## src/verilog/dmac_params.svh

```systemverilog
// Purpose: Offsets, field positions, reset values and shift codes of the MAC/search datapath
// Assumes: Byte addresses on a 32-bit AHB-Lite bus
// Notes: Definitions only
`ifndef DMAC_PARAMS_SVH
`define DMAC_PARAMS_SVH
// ----------------------------------------
// Register byte offsets
// ----------------------------------------
`define DMAC_CMD 8'h00
`define DMAC_STATUS 8'h04
`define DMAC_XREG 8'h08
`define DMAC_YREG 8'h0C
`define DMAC_PROD_LO 8'h10
`define DMAC_PROD_HI 8'h14
`define DMAC_A0_LO 8'h18
`define DMAC_A0_HI 8'h1C
`define DMAC_A1_LO 8'h20
`define DMAC_A1_HI 8'h24
`define DMAC_PTR0 8'h28
`define DMAC_PTRI 8'h2C
`define DMAC_PTRJ 8'h30
`define DMAC_MIXP 8'h34
`define DMAC_OPERAND 8'h38
`define DMAC_MEM_ADDR 8'h3C
`define DMAC_XMEM_DATA 8'h40
`define DMAC_YMEM_DATA 8'h44
// ----------------------------------------
// Command fields
// ----------------------------------------
`define DMAC_OP_MACUU 2'h0
`define DMAC_OP_MAX 2'h1
`define DMAC_OP_MAXD 2'h2
`define DMAC_OP_MIN 2'h3
`define DMAC_FORM_PTR 2'h0
`define DMAC_FORM_REG 2'h1
`define DMAC_FORM_DUAL 2'h2
`define DMAC_FORM_IMM 2'h3
// ----------------------------------------
// Status fields and product shift codes
// ----------------------------------------
`define DMAC_ST_MFLAG 2
`define DMAC_ST_UNS 3
`define DMAC_ST_BUSY 4
`define DMAC_ST_ALIGN 5
`define DMAC_ST_ZFLAG 6
`define DMAC_ST_NFLAG 7
`define DMAC_PS_NONE 2'h0
`define DMAC_PS_LEFT1 2'h1
`define DMAC_PS_LEFT2 2'h2
`define DMAC_PS_RIGHT6 2'h3
`define DMAC_RIGHT6 6
`define DMAC_ALIGN_SHIFT 16
`define DMAC_RESET_HREADY 1'b1
`endif

```

## src/verilog/dmac_pkg.sv

```systemverilog
// Purpose: Types of the MAC/search datapath
// Assumes: Used with dmac_params.svh
// Notes: Types only
package dmac_pkg;
	typedef enum logic [1:0] {ST_IDLE, ST_FETCH, ST_EXEC} dmac_state_e;
	typedef logic [35:0] dmac_acc_t;
endpackage
```

## src/verilog/dmac_core.sv

```systemverilog
// Purpose: Unsigned MAC and min/max search datapath behind an AHB-Lite slave
// Assumes: Single-word transfers, one slave, hready fed from hreadyout
// Notes: Every access has one wait state; accesses stall while a command runs
// Operation
// [RULE1] Unsigned MAC adds shifted old product to the chosen accumulator, loads Y and X, forms Y*X.
// [RULE2] Unsigned MAC runs one cycle, or two when the second operand is a long immediate.
// [RULE3] The old product is extended to 36 bits and shifted by the product shift field.
// [RULE4] Software must not name an accumulator or the product as the register operand.
// [RULE5] Dual-pointer form reads Y from Y memory by the J pointer and X from X memory by I.
// [RULE6] After an unsigned MAC the product is zero-extended until the high word is rewritten.
// [RULE7] Software should save the product in handlers and mask interrupts around its use.
// [RULE8] Accumulator max copies the other accumulator and pointer zero when the test holds.
// [RULE9] Memory max loads the word at pointer zero and captures pointer zero when larger, or when equal if not strict.
// [RULE10] Accumulator min updates the chosen accumulator and captures pointer zero on the test.
// [RULE11] All search commands post-modify pointer zero whether or not an update happened.
// [RULE12] Max commands set the minus-position flag on update, clear it otherwise, keep others.
// [RULE13] The min command sets the minus-position flag on update, clears it otherwise.
// [RULE14] Software must not read the index capture right after a search command.
// [RULE15] The aligned form moves the shifted product 16 bits right with sign extension.
// [RULE16] Search compares are signed, memory words sign-extended to accumulator width.
`include "dmac_params.svh"
`timescale 1ns/10ps
`default_nettype none
module dmac_core
	import dmac_pkg::*;
#(
	parameter int MEM_AW = 4
) (
	// Clock and reset
	input wire logic hclk,
	input wire logic hresetn,
	// AHB-Lite slave
	input wire logic hsel,
	input wire logic [31:0] haddr,
	input wire logic [1:0] htrans,
	input wire logic hwrite,
	input wire logic [2:0] hsize,
	input wire logic [31:0] hwdata,
	input wire logic hready,
	output logic [31:0] hrdata,
	output logic hreadyout,
	output logic hresp
);
	localparam int MEM_DEPTH = 1 << MEM_AW;

	typedef struct packed {
		dmac_state_e state;
		logic ap_valid;
		logic ap_write;
		logic [7:0] ap_addr;
		logic hready_q;
		logic [31:0] hrdata_q;
		logic [7:0] cmd;
		logic [1:0] ps;
		logic align;
		logic mflag;
		logic zflag;
		logic nflag;
		logic uns;
		logic [15:0] x;
		logic [15:0] y;
		logic [31:0] prod;
		logic [1:0][35:0] acc;
		logic [15:0] r0;
		logic [15:0] ri;
		logic [15:0] rj;
		logic [15:0] mixp;
		logic [31:0] operand;
		logic [MEM_AW-1:0] mem_addr;
		logic [MEM_DEPTH-1:0][15:0] xmem;
		logic [MEM_DEPTH-1:0][15:0] ymem;
	} dmac_state_s;

	dmac_state_s st_q;
	dmac_state_s st_d;

	// ----------------------------------------
	// Product source shaping
	// ----------------------------------------
	function automatic dmac_acc_t shift_prod(input logic [31:0] p, input logic [1:0] ps,
		input logic uns, input logic align);
		dmac_acc_t ext;
		dmac_acc_t sh;
		ext = uns ? {4'h0, p} : {{4{p[31]}}, p}; // RULE3 RULE6
		unique case (ps)
			`DMAC_PS_NONE: sh = ext;
			`DMAC_PS_LEFT1: sh = ext << 1;
			`DMAC_PS_LEFT2: sh = ext << 2;
			`DMAC_PS_RIGHT6: sh = dmac_acc_t'($signed(ext) >>> `DMAC_RIGHT6);
		endcase
		if (align) begin
			sh = dmac_acc_t'($signed(sh) >>> `DMAC_ALIGN_SHIFT); // RULE15
		end
		return sh;
	endfunction

	function automatic logic [MEM_AW-1:0] mem_idx(input logic [15:0] ptr);
		return ptr[MEM_AW-1:0];
	endfunction

	// ----------------------------------------
	// Command decode and operands
	// ----------------------------------------
	logic [1:0] c_op;
	logic c_strict;
	logic c_sel;
	logic [1:0] c_form;
	logic [15:0] c_step;
	logic busy;
	logic [15:0] ex_y;
	logic [15:0] ex_x;
	dmac_acc_t sp;
	dmac_acc_t own_acc;
	dmac_acc_t oth_acc;
	dmac_acc_t mem_word;
	logic upd;
	logic exec_search;

	assign c_op = st_q.cmd[1:0];
	assign c_strict = st_q.cmd[2];
	assign c_sel = st_q.cmd[3];
	assign c_form = st_q.cmd[5:4];
	assign c_step = {{14{st_q.cmd[7]}}, st_q.cmd[7:6]};
	assign busy = st_q.state != ST_IDLE;
	assign sp = shift_prod(st_q.prod, st_q.ps, st_q.uns, st_q.align);
	assign own_acc = st_q.acc[c_sel];
	assign oth_acc = st_q.acc[~c_sel];
	assign mem_word = {{20{st_q.xmem[mem_idx(st_q.r0)][15]}}, st_q.xmem[mem_idx(st_q.r0)]}; // RULE16
	assign exec_search = st_q.state == ST_EXEC && c_op != `DMAC_OP_MACUU;

	always_comb begin
		ex_y = st_q.y;
		ex_x = st_q.xmem[mem_idx(st_q.r0)];
		unique case (c_form)
			`DMAC_FORM_PTR: ex_x = st_q.xmem[mem_idx(st_q.r0)];
			`DMAC_FORM_REG: ex_x = st_q.operand[15:0];
			`DMAC_FORM_DUAL: begin
				ex_y = st_q.ymem[mem_idx(st_q.rj)]; // RULE5
				ex_x = st_q.xmem[mem_idx(st_q.ri)]; // RULE5
			end
			`DMAC_FORM_IMM: begin
				ex_y = st_q.xmem[mem_idx(st_q.r0)];
				ex_x = st_q.operand[31:16];
			end
		endcase
	end

	always_comb begin
		upd = 1'b0;
		unique case (c_op)
			`DMAC_OP_MACUU: upd = 1'b0;
			`DMAC_OP_MAX: upd = c_strict ? $signed(own_acc) > $signed(oth_acc)
				: $signed(own_acc) >= $signed(oth_acc); // RULE8
			`DMAC_OP_MAXD: upd = c_strict ? $signed(mem_word) > $signed(own_acc)
				: $signed(mem_word) >= $signed(own_acc); // RULE9
			`DMAC_OP_MIN: upd = c_strict ? $signed(own_acc) < $signed(oth_acc)
				: $signed(own_acc) <= $signed(oth_acc); // RULE10
		endcase
	end

	// ----------------------------------------
	// Next state
	// ----------------------------------------
	always_comb begin
		st_d = st_q;
		// Address phase capture
		if (hready) begin
			st_d.ap_valid = hsel & htrans[1];
			st_d.ap_write = hwrite;
			st_d.ap_addr = haddr[7:0];
			st_d.hready_q = ~(hsel & htrans[1]);
		end
		// Data phase, held off while a command runs
		if (st_q.ap_valid && !st_q.hready_q && !busy) begin
			st_d.ap_valid = 1'b0;
			st_d.hready_q = 1'b1;
			st_d.hrdata_q = 32'h0000_0000;
			if (st_q.ap_write) begin
				unique case (st_q.ap_addr)
					`DMAC_CMD: begin
						st_d.cmd = hwdata[7:0];
						st_d.state = (hwdata[1:0] == `DMAC_OP_MACUU
							&& hwdata[5:4] == `DMAC_FORM_IMM) ? ST_FETCH : ST_EXEC; // RULE2
					end
					`DMAC_STATUS: begin
						st_d.ps = hwdata[1:0];
						st_d.mflag = hwdata[`DMAC_ST_MFLAG];
						st_d.align = hwdata[`DMAC_ST_ALIGN];
					end
					`DMAC_XREG: st_d.x = hwdata[15:0];
					`DMAC_YREG: st_d.y = hwdata[15:0];
					`DMAC_PROD_LO: st_d.prod[15:0] = hwdata[15:0];
					`DMAC_PROD_HI: begin
						st_d.prod[31:16] = hwdata[15:0];
						st_d.uns = 1'b0; // RULE6
					end
					`DMAC_A0_LO: st_d.acc[0][31:0] = hwdata;
					`DMAC_A0_HI: st_d.acc[0][35:32] = hwdata[3:0];
					`DMAC_A1_LO: st_d.acc[1][31:0] = hwdata;
					`DMAC_A1_HI: st_d.acc[1][35:32] = hwdata[3:0];
					`DMAC_PTR0: st_d.r0 = hwdata[15:0];
					`DMAC_PTRI: st_d.ri = hwdata[15:0];
					`DMAC_PTRJ: st_d.rj = hwdata[15:0];
					`DMAC_MIXP: st_d.mixp = hwdata[15:0];
					`DMAC_OPERAND: st_d.operand = hwdata;
					`DMAC_MEM_ADDR: st_d.mem_addr = hwdata[MEM_AW-1:0];
					`DMAC_XMEM_DATA: st_d.xmem[st_q.mem_addr] = hwdata[15:0];
					`DMAC_YMEM_DATA: st_d.ymem[st_q.mem_addr] = hwdata[15:0];
					default: st_d.hrdata_q = 32'h0000_0000;
				endcase
			end else begin
				unique case (st_q.ap_addr)
					`DMAC_CMD: st_d.hrdata_q = {24'h00_0000, st_q.cmd};
					`DMAC_STATUS: st_d.hrdata_q = {24'h00_0000, st_q.nflag, st_q.zflag,
						st_q.align, busy, st_q.uns, st_q.mflag, st_q.ps};
					`DMAC_XREG: st_d.hrdata_q = {16'h0000, st_q.x};
					`DMAC_YREG: st_d.hrdata_q = {16'h0000, st_q.y};
					`DMAC_PROD_LO: st_d.hrdata_q = {16'h0000, st_q.prod[15:0]};
					`DMAC_PROD_HI: st_d.hrdata_q = {16'h0000, st_q.prod[31:16]};
					`DMAC_A0_LO: st_d.hrdata_q = st_q.acc[0][31:0];
					`DMAC_A0_HI: st_d.hrdata_q = {28'h000_0000, st_q.acc[0][35:32]};
					`DMAC_A1_LO: st_d.hrdata_q = st_q.acc[1][31:0];
					`DMAC_A1_HI: st_d.hrdata_q = {28'h000_0000, st_q.acc[1][35:32]};
					`DMAC_PTR0: st_d.hrdata_q = {16'h0000, st_q.r0};
					`DMAC_PTRI: st_d.hrdata_q = {16'h0000, st_q.ri};
					`DMAC_PTRJ: st_d.hrdata_q = {16'h0000, st_q.rj};
					`DMAC_MIXP: st_d.hrdata_q = {16'h0000, st_q.mixp};
					`DMAC_OPERAND: st_d.hrdata_q = st_q.operand;
					`DMAC_MEM_ADDR: st_d.hrdata_q = 32'(st_q.mem_addr);
					`DMAC_XMEM_DATA: st_d.hrdata_q = {16'h0000, st_q.xmem[st_q.mem_addr]};
					`DMAC_YMEM_DATA: st_d.hrdata_q = {16'h0000, st_q.ymem[st_q.mem_addr]};
					default: st_d.hrdata_q = 32'h0000_0000;
				endcase
			end
		end
		// Command execution
		unique case (st_q.state)
			ST_IDLE: ;
			ST_FETCH: st_d.state = ST_EXEC; // RULE2
			ST_EXEC: begin
				st_d.state = ST_IDLE;
				if (c_op == `DMAC_OP_MACUU) begin
					st_d.acc[c_sel] = own_acc + sp; // RULE1
					st_d.y = ex_y; // RULE1
					st_d.x = ex_x; // RULE1
					st_d.prod = {16'h0000, ex_y} * {16'h0000, ex_x}; // RULE1
					st_d.uns = 1'b1; // RULE6
					st_d.zflag = (own_acc + sp) == 36'h0_0000_0000;
					st_d.nflag = st_d.acc[c_sel][35];
				end else begin
					if (upd) begin
						st_d.acc[c_sel] = (c_op == `DMAC_OP_MAXD) ? mem_word : oth_acc; // RULE8 RULE9 RULE10
						st_d.mixp = st_q.r0; // RULE8 RULE9 RULE10
					end
					st_d.mflag = upd; // RULE12 RULE13
					st_d.r0 = st_q.r0 + c_step; // RULE11
				end
			end
		endcase
	end

	always_ff @(posedge hclk or negedge hresetn) begin
		if (!hresetn) begin
			st_q <= '0;
			st_q.state <= ST_IDLE;
			st_q.hready_q <= `DMAC_RESET_HREADY;
		end else begin
			st_q <= st_d;
		end
	end

	assign hrdata = st_q.hrdata_q;
	assign hreadyout = st_q.hready_q;
	assign hresp = 1'b0;

	// ----------------------------------------
	// Checks
	// ----------------------------------------
	imm_two_cycle_a: assert property (@(posedge hclk) disable iff (!hresetn) // RULE2
		(st_q.state == ST_IDLE && st_d.state == ST_FETCH) |=> st_q.state == ST_FETCH ##1
		st_q.state == ST_EXEC ##1 st_q.state == ST_IDLE)
		else $error("long immediate command not two cycles");
	mac_product_a: assert property (@(posedge hclk) disable iff (!hresetn) // RULE1
		(st_q.state == ST_EXEC && c_op == `DMAC_OP_MACUU) |=>
		st_q.prod == {16'h0000, $past(ex_y)} * {16'h0000, $past(ex_x)} && st_q.uns)
		else $error("unsigned product wrong");
	mac_accum_a: assert property (@(posedge hclk) disable iff (!hresetn) // RULE3
		(st_q.state == ST_EXEC && c_op == `DMAC_OP_MACUU) |=>
		st_q.acc[$past(c_sel)] == $past(own_acc) + $past(sp))
		else $error("accumulate of shifted product wrong");
	zero_ext_a: assert property (@(posedge hclk) disable iff (!hresetn) // RULE6
		(st_q.uns && st_q.ps == `DMAC_PS_NONE && !st_q.align) |-> sp[35:32] == 4'h0)
		else $error("unsigned product not zero extended");
	dual_ptr_a: assert property (@(posedge hclk) disable iff (!hresetn) // RULE5
		(st_q.state == ST_EXEC && c_form == `DMAC_FORM_DUAL && c_op == `DMAC_OP_MACUU) |=>
		st_q.y == $past(st_q.ymem[mem_idx(st_q.rj)]) && st_q.x == $past(st_q.xmem[mem_idx(st_q.ri)]))
		else $error("dual pointer operands wrong");
	search_capture_a: assert property (@(posedge hclk) disable iff (!hresetn) // RULE8
		(exec_search && upd) |=> st_q.mixp == $past(st_q.r0) && st_q.mflag)
		else $error("search update did not capture pointer");
	search_keep_a: assert property (@(posedge hclk) disable iff (!hresetn) // RULE12
		(exec_search && !upd) |=> !st_q.mflag && $stable(st_q.acc) && $stable(st_q.mixp)
		&& $stable(st_q.zflag) && $stable(st_q.nflag))
		else $error("search without update changed state");
	post_modify_a: assert property (@(posedge hclk) disable iff (!hresetn) // RULE11
		exec_search |=> st_q.r0 == 16'($past(st_q.r0) + $past(c_step)))
		else $error("pointer zero not post modified");
	min_value_a: assert property (@(posedge hclk) disable iff (!hresetn) // RULE10
		(exec_search && c_op == `DMAC_OP_MIN && upd) |=> st_q.acc[$past(c_sel)] == $past(oth_acc))
		else $error("min did not take other accumulator");
	bus_wait_a: assert property (@(posedge hclk) disable iff (!hresetn)
		(hready && hsel && htrans[1]) |=> !hreadyout ##1 (hreadyout || busy))
		else $error("data phase wait state wrong");
endmodule
`default_nettype wire

```

## config.mk

```make
export PLATFORM = sky130hd
export DESIGN_NAME = dmac_core
export DESIGN_NICKNAME = d
export VERILOG_FILES = /design/src/verilog/dmac_pkg.sv /design/src/verilog/dmac_core.sv
export VERILOG_INCLUDE_DIRS = /design/src /design/src/verilog
export SDC_FILE = /design/constraint.sdc
export NUM_CORES = 2
export LEC_CHECK = 0
export BUFFER_PORTS_ARGS = -buffer_cell sky130_fd_sc_hd__buf_4
export CAP_MARGIN = 10
export CORE_MARGIN = 2
export CORE_UTILIZATION = 50
export DETAILED_ROUTE_END_ITERATION = 8
export PLACE_DENSITY_LB_ADDON = 0.08
export SLEW_MARGIN = 10
export SYNTH_ARGS = -nofsm -noshare
export SYNTH_HDL_FRONTEND = slang
export SYNTH_SLANG_ARGS = --single-unit
```

## constraint.sdc

```tcl
create_clock -name hclk -period 9.9 [get_ports hclk]
set_input_delay 0.495 -clock hclk [delete_from_list [all_inputs] [get_ports hclk]]
set_output_delay 0.495 -clock hclk [all_outputs]
set_load 0.01 [all_outputs]
```

==> results.json <==
{
  "run_status": "finished clean",
  "cts_htree_levels": 3,
  "synth-compound-area-share": 0.0894,
  "ys_ff_latch": 808,
  "synth_top_cell_by_area": "dfrtp_1",
  "worstSetupPathType": "flop to flop",
  "worstPathRequired_ns": 10.53,
  "die_x_um": 352,
  "ir_drop_v": 0.000278,
  "synth_simple_gate_area_frac": 0.0769,
  "post_drt_via_cell_ratio": 6.63,
  "drv_slew": 0,
  "die_y_um": 352,
  "final_area_sq_mm": 0.0660,
  "timing.rr.start": "st_q[580]",
  "netlist.area_leader.share": 0.333,
  "ys_types": 90,
  "track_usage": 0.337,
  "root_buffer": "clkbuf_16",
  "hold_end": "st_q[542]",
  "tightest_slew_ns": 1.25,
  "vias": 44838,
  "wl_mm": 210,
  "dp_cells": 6580,
  "power_leakage_nw": 29.7,
  "start_kind": "flop",
  "hp-class": "primary input to flop",
  "antenna_left": 0,
  "start_util": 0.505,
  "fillerInstances": 10309,
  "fmax_mhz": 109,
  "final-setup-viol-count": 0,
  "fin_crit_ns": 9.20,
  "dp_slack_ns": 0.731,
  "cts_num_sinks": 808,
  "wl_per_cell_um": 31.0,
  "rows": 127,
  "gr-total-overflow": 0,
  "grt_start_max_net_pins": 161,
  "dr.pass1.iters": 6,
  "synthXorXnorAreaFrac": 0.00926,
  "drt_iter0_markers": 4623,
  "syn_area_per_cell_sq_um": 11.7,
  "gp_congestion": 0.966,
  "netlist_area_sq_mm": 0.0606,
  "dp_hpwl_mm": 143,
  "io_pins": 108,
  "port_buffers": 78,
  "synthCells": 5191,
  "clk_pin_slew_ns": 0.06,
  "powerDensity_mw_per_mm2": 175,
  "r2r_end": "st_q[714]",
  "grt_pass1_wl_mm": 309,
  "dieArea_sq_mm": 0.124,
  "drv_cap": 0,
  "slowest_delay_ns": 1.05,
  "drc_errors": 0,
  "worstHoldStart": "hwdata[26]",
  "core_sq_mm": 0.120,
  "synth_ff_type": "dfrtp_1",
  "rsz0062_at_grt": "false",
  "r2r_cells": 26,
  "cts_resized": 0,
  "tritoncts": "built",
  "worst_slack_ns": 0.698,
  "min_path_cells": 2,
  "crit_arrival_ns": 9.83,
  "synthAdderAreaFrac": 0.112,
  "fin_skew_ns": 0.0453,
  "maxSlewHeadroom": 0.164,
  "synth_nets": 5690,
  "cp-end-kind": "flop",
  "synth_edf_count": 0,
  "tns_ns": 0,
  "async_flop_share": 1.00,
  "ys_seq_area_frac": 0.334,
  "placed_cell_area_sq_mm": 0.0626,
  "hold_viol": 0,
  "drive_gt1_frac": 0.308,
  "fin_crit_sh": 0.929,
  "cpMostUsedCell": "fa_1",
  "r2r_slack_ns": 0.70,
  "fin_nets": 5569,
  "cts_buffers": 95,
  "insertion_delay_ns": 0.75,
  "clk_path_buf_depth": 3,
  "synth.area.mux_share": 0.329,
  "grt_pass1_vias": 44266,
  "crit_slowest_cell": "dfrtp_4",
  "worstPathMaxFanout": 41,
  "antenna_found_initial": 12,
  "cp_num_buf_inv": 4,
  "crit_family": "adder cells",
  "area_growth_pct": 8.92,
  "synth_top_family_by_area": "multiplexers",
  "finalNonFillerCells": 6760,
  "yosys-top-cells-area": "dfrtp_1 33%, mux4_2 16%, mux2_2 13%, fa_1 6.5%, ha_1 4.7%",
  "ys_warn_count": 0
}
layout by cell type (no fill, tap or decap), drive strengths merged, types with 47 or more instances in the layout:
cell,netlist,routed
nand2b,47,47
a211oi,61,61
a21o,47,47
mux4,435,435
mux2,709,709
dfrtp,807,807
nand2,385,385
mux2i,207,207
o21ai,194,194
clkbuf,326,146
and2,48,48
a22oi,60,60
nor2b,75,75
nor2,192,192
ha,229,229
buf,110,213
a22o,52,52
inv,318,320
a21oi,175,175
fa,196,196
nand3,64,64
final cells by class:
class                   count  area, sq um  share of cell area
diodes                      5         12.5            0.000190
well taps                1612         2020              0.0306
multi-input cells        3629        37500               0.568
inverters                 318         1190              0.0181
clock inverters            24          367             0.00556
repair buffers            218         1740              0.0264
clock buffers             146         2870              0.0435
flip-flops and latches    808        20300               0.307
Yosys cell counts, types with 9 or more instances:
cell,number
mux2_2,692
nor2b_1,75
ha_1,229
xnor2_1,39
and3_1,41
o22ai_1,11
or3_1,17
or2_2,13
a21o_1,47
inv_1,318
a22oi_1,60
nand2_1,385
o22a_1,9
nor3_1,31
o31ai_1,14
mux2i_1,207
a21oi_1,173
mux2_4,17
clkbuf_1,325
o211ai_1,35
nor2_1,191
a31oi_1,16
o21bai_1,10
fa_1,196
mux4_2,435
a22o_1,52
buf_4,34
nand2b_1,47
a211oi_1,61
a221oi_1,31
nand3_1,64
and2_1,48
nor4_1,11
buf_1,62
o21ai_0,169
dfrtp_1,807
buf_2,11
a222oi_1,16
xor2_1,25
o21ai_1,22
nand4_1,21
metrics by stage:
| step | hold slack, ns | utilization | power (mW) |
|---|---|---|---|
| after floorplan | 0.199 | - | 6.49 |
| after global placement | 0.463 | 0.522 | 7.86 |
| after detailed placement | 0.475 | 0.522 | 7.90 |
| after CTS | 0.0160 | 0.550 | 11.6 |
| after global routing | 0.0213 | 0.550 | 12.2 |
| final | 0.0336 | 0.550 | 11.5 |
power breakdown:
group	internal [mW]	switching, mW
clock network	2.15	1.53
logic	1.68	2.67
registers	3.37	0.110
kinds of logic after synthesis:
kind of cell	Yosys count
adders and majority gates	425
buffers and inverters	754
AOI/OAI and AO/OA	807
other	1
and+or+nand+nor	981
muxes	1351
DFF	808
xor gates and xnor gates	64
worst reg2reg max path: cells and delay by family (launching register included):
kind	cells	cell delay [ns]
adders and majority gates	7	3.31
muxes	3	1.50
and+or+nand+nor	7	1.40
DFF	1	1.05
AOI/OAI and AO/OA	4	0.88
buffers and inverters	4	0.79
xor gates and xnor gates	1	0.18
how the worst max path moves through the flow:
stage	from	to	slack [ns]	cells past startpoint
3_3_place_gp	st_q[580]	st_q[714]	0.82	26
4_1_cts	st_q[580]	st_q[714]	0.67	26
2_1_floorplan	st_q[596]	st_q[714]	1.67	28
5_1_grt	st_q[580]	st_q[714]	0.34	26
6_report	st_q[580]	st_q[714]	0.70	26
3_5_place_dp	st_q[580]	st_q[714]	0.73	26
timing repair:
item                      in CTS  in global routing
hold endpoints to repair      66                  0
hold buffers                   5                  0
setup buffers                  0                  0
per-layer routing:
layer / wire length, um / part of all wire / global-route usage
met5: 38 / 0.00018 / 0
met4: 10700 / 0.051 / 0.146
met3: 19600 / 0.094 / 0.0819
met2: 93100 / 0.44 / 0.510
met1: 86200 / 0.41 / 0.465
Power figures use the tool's default switching activity.
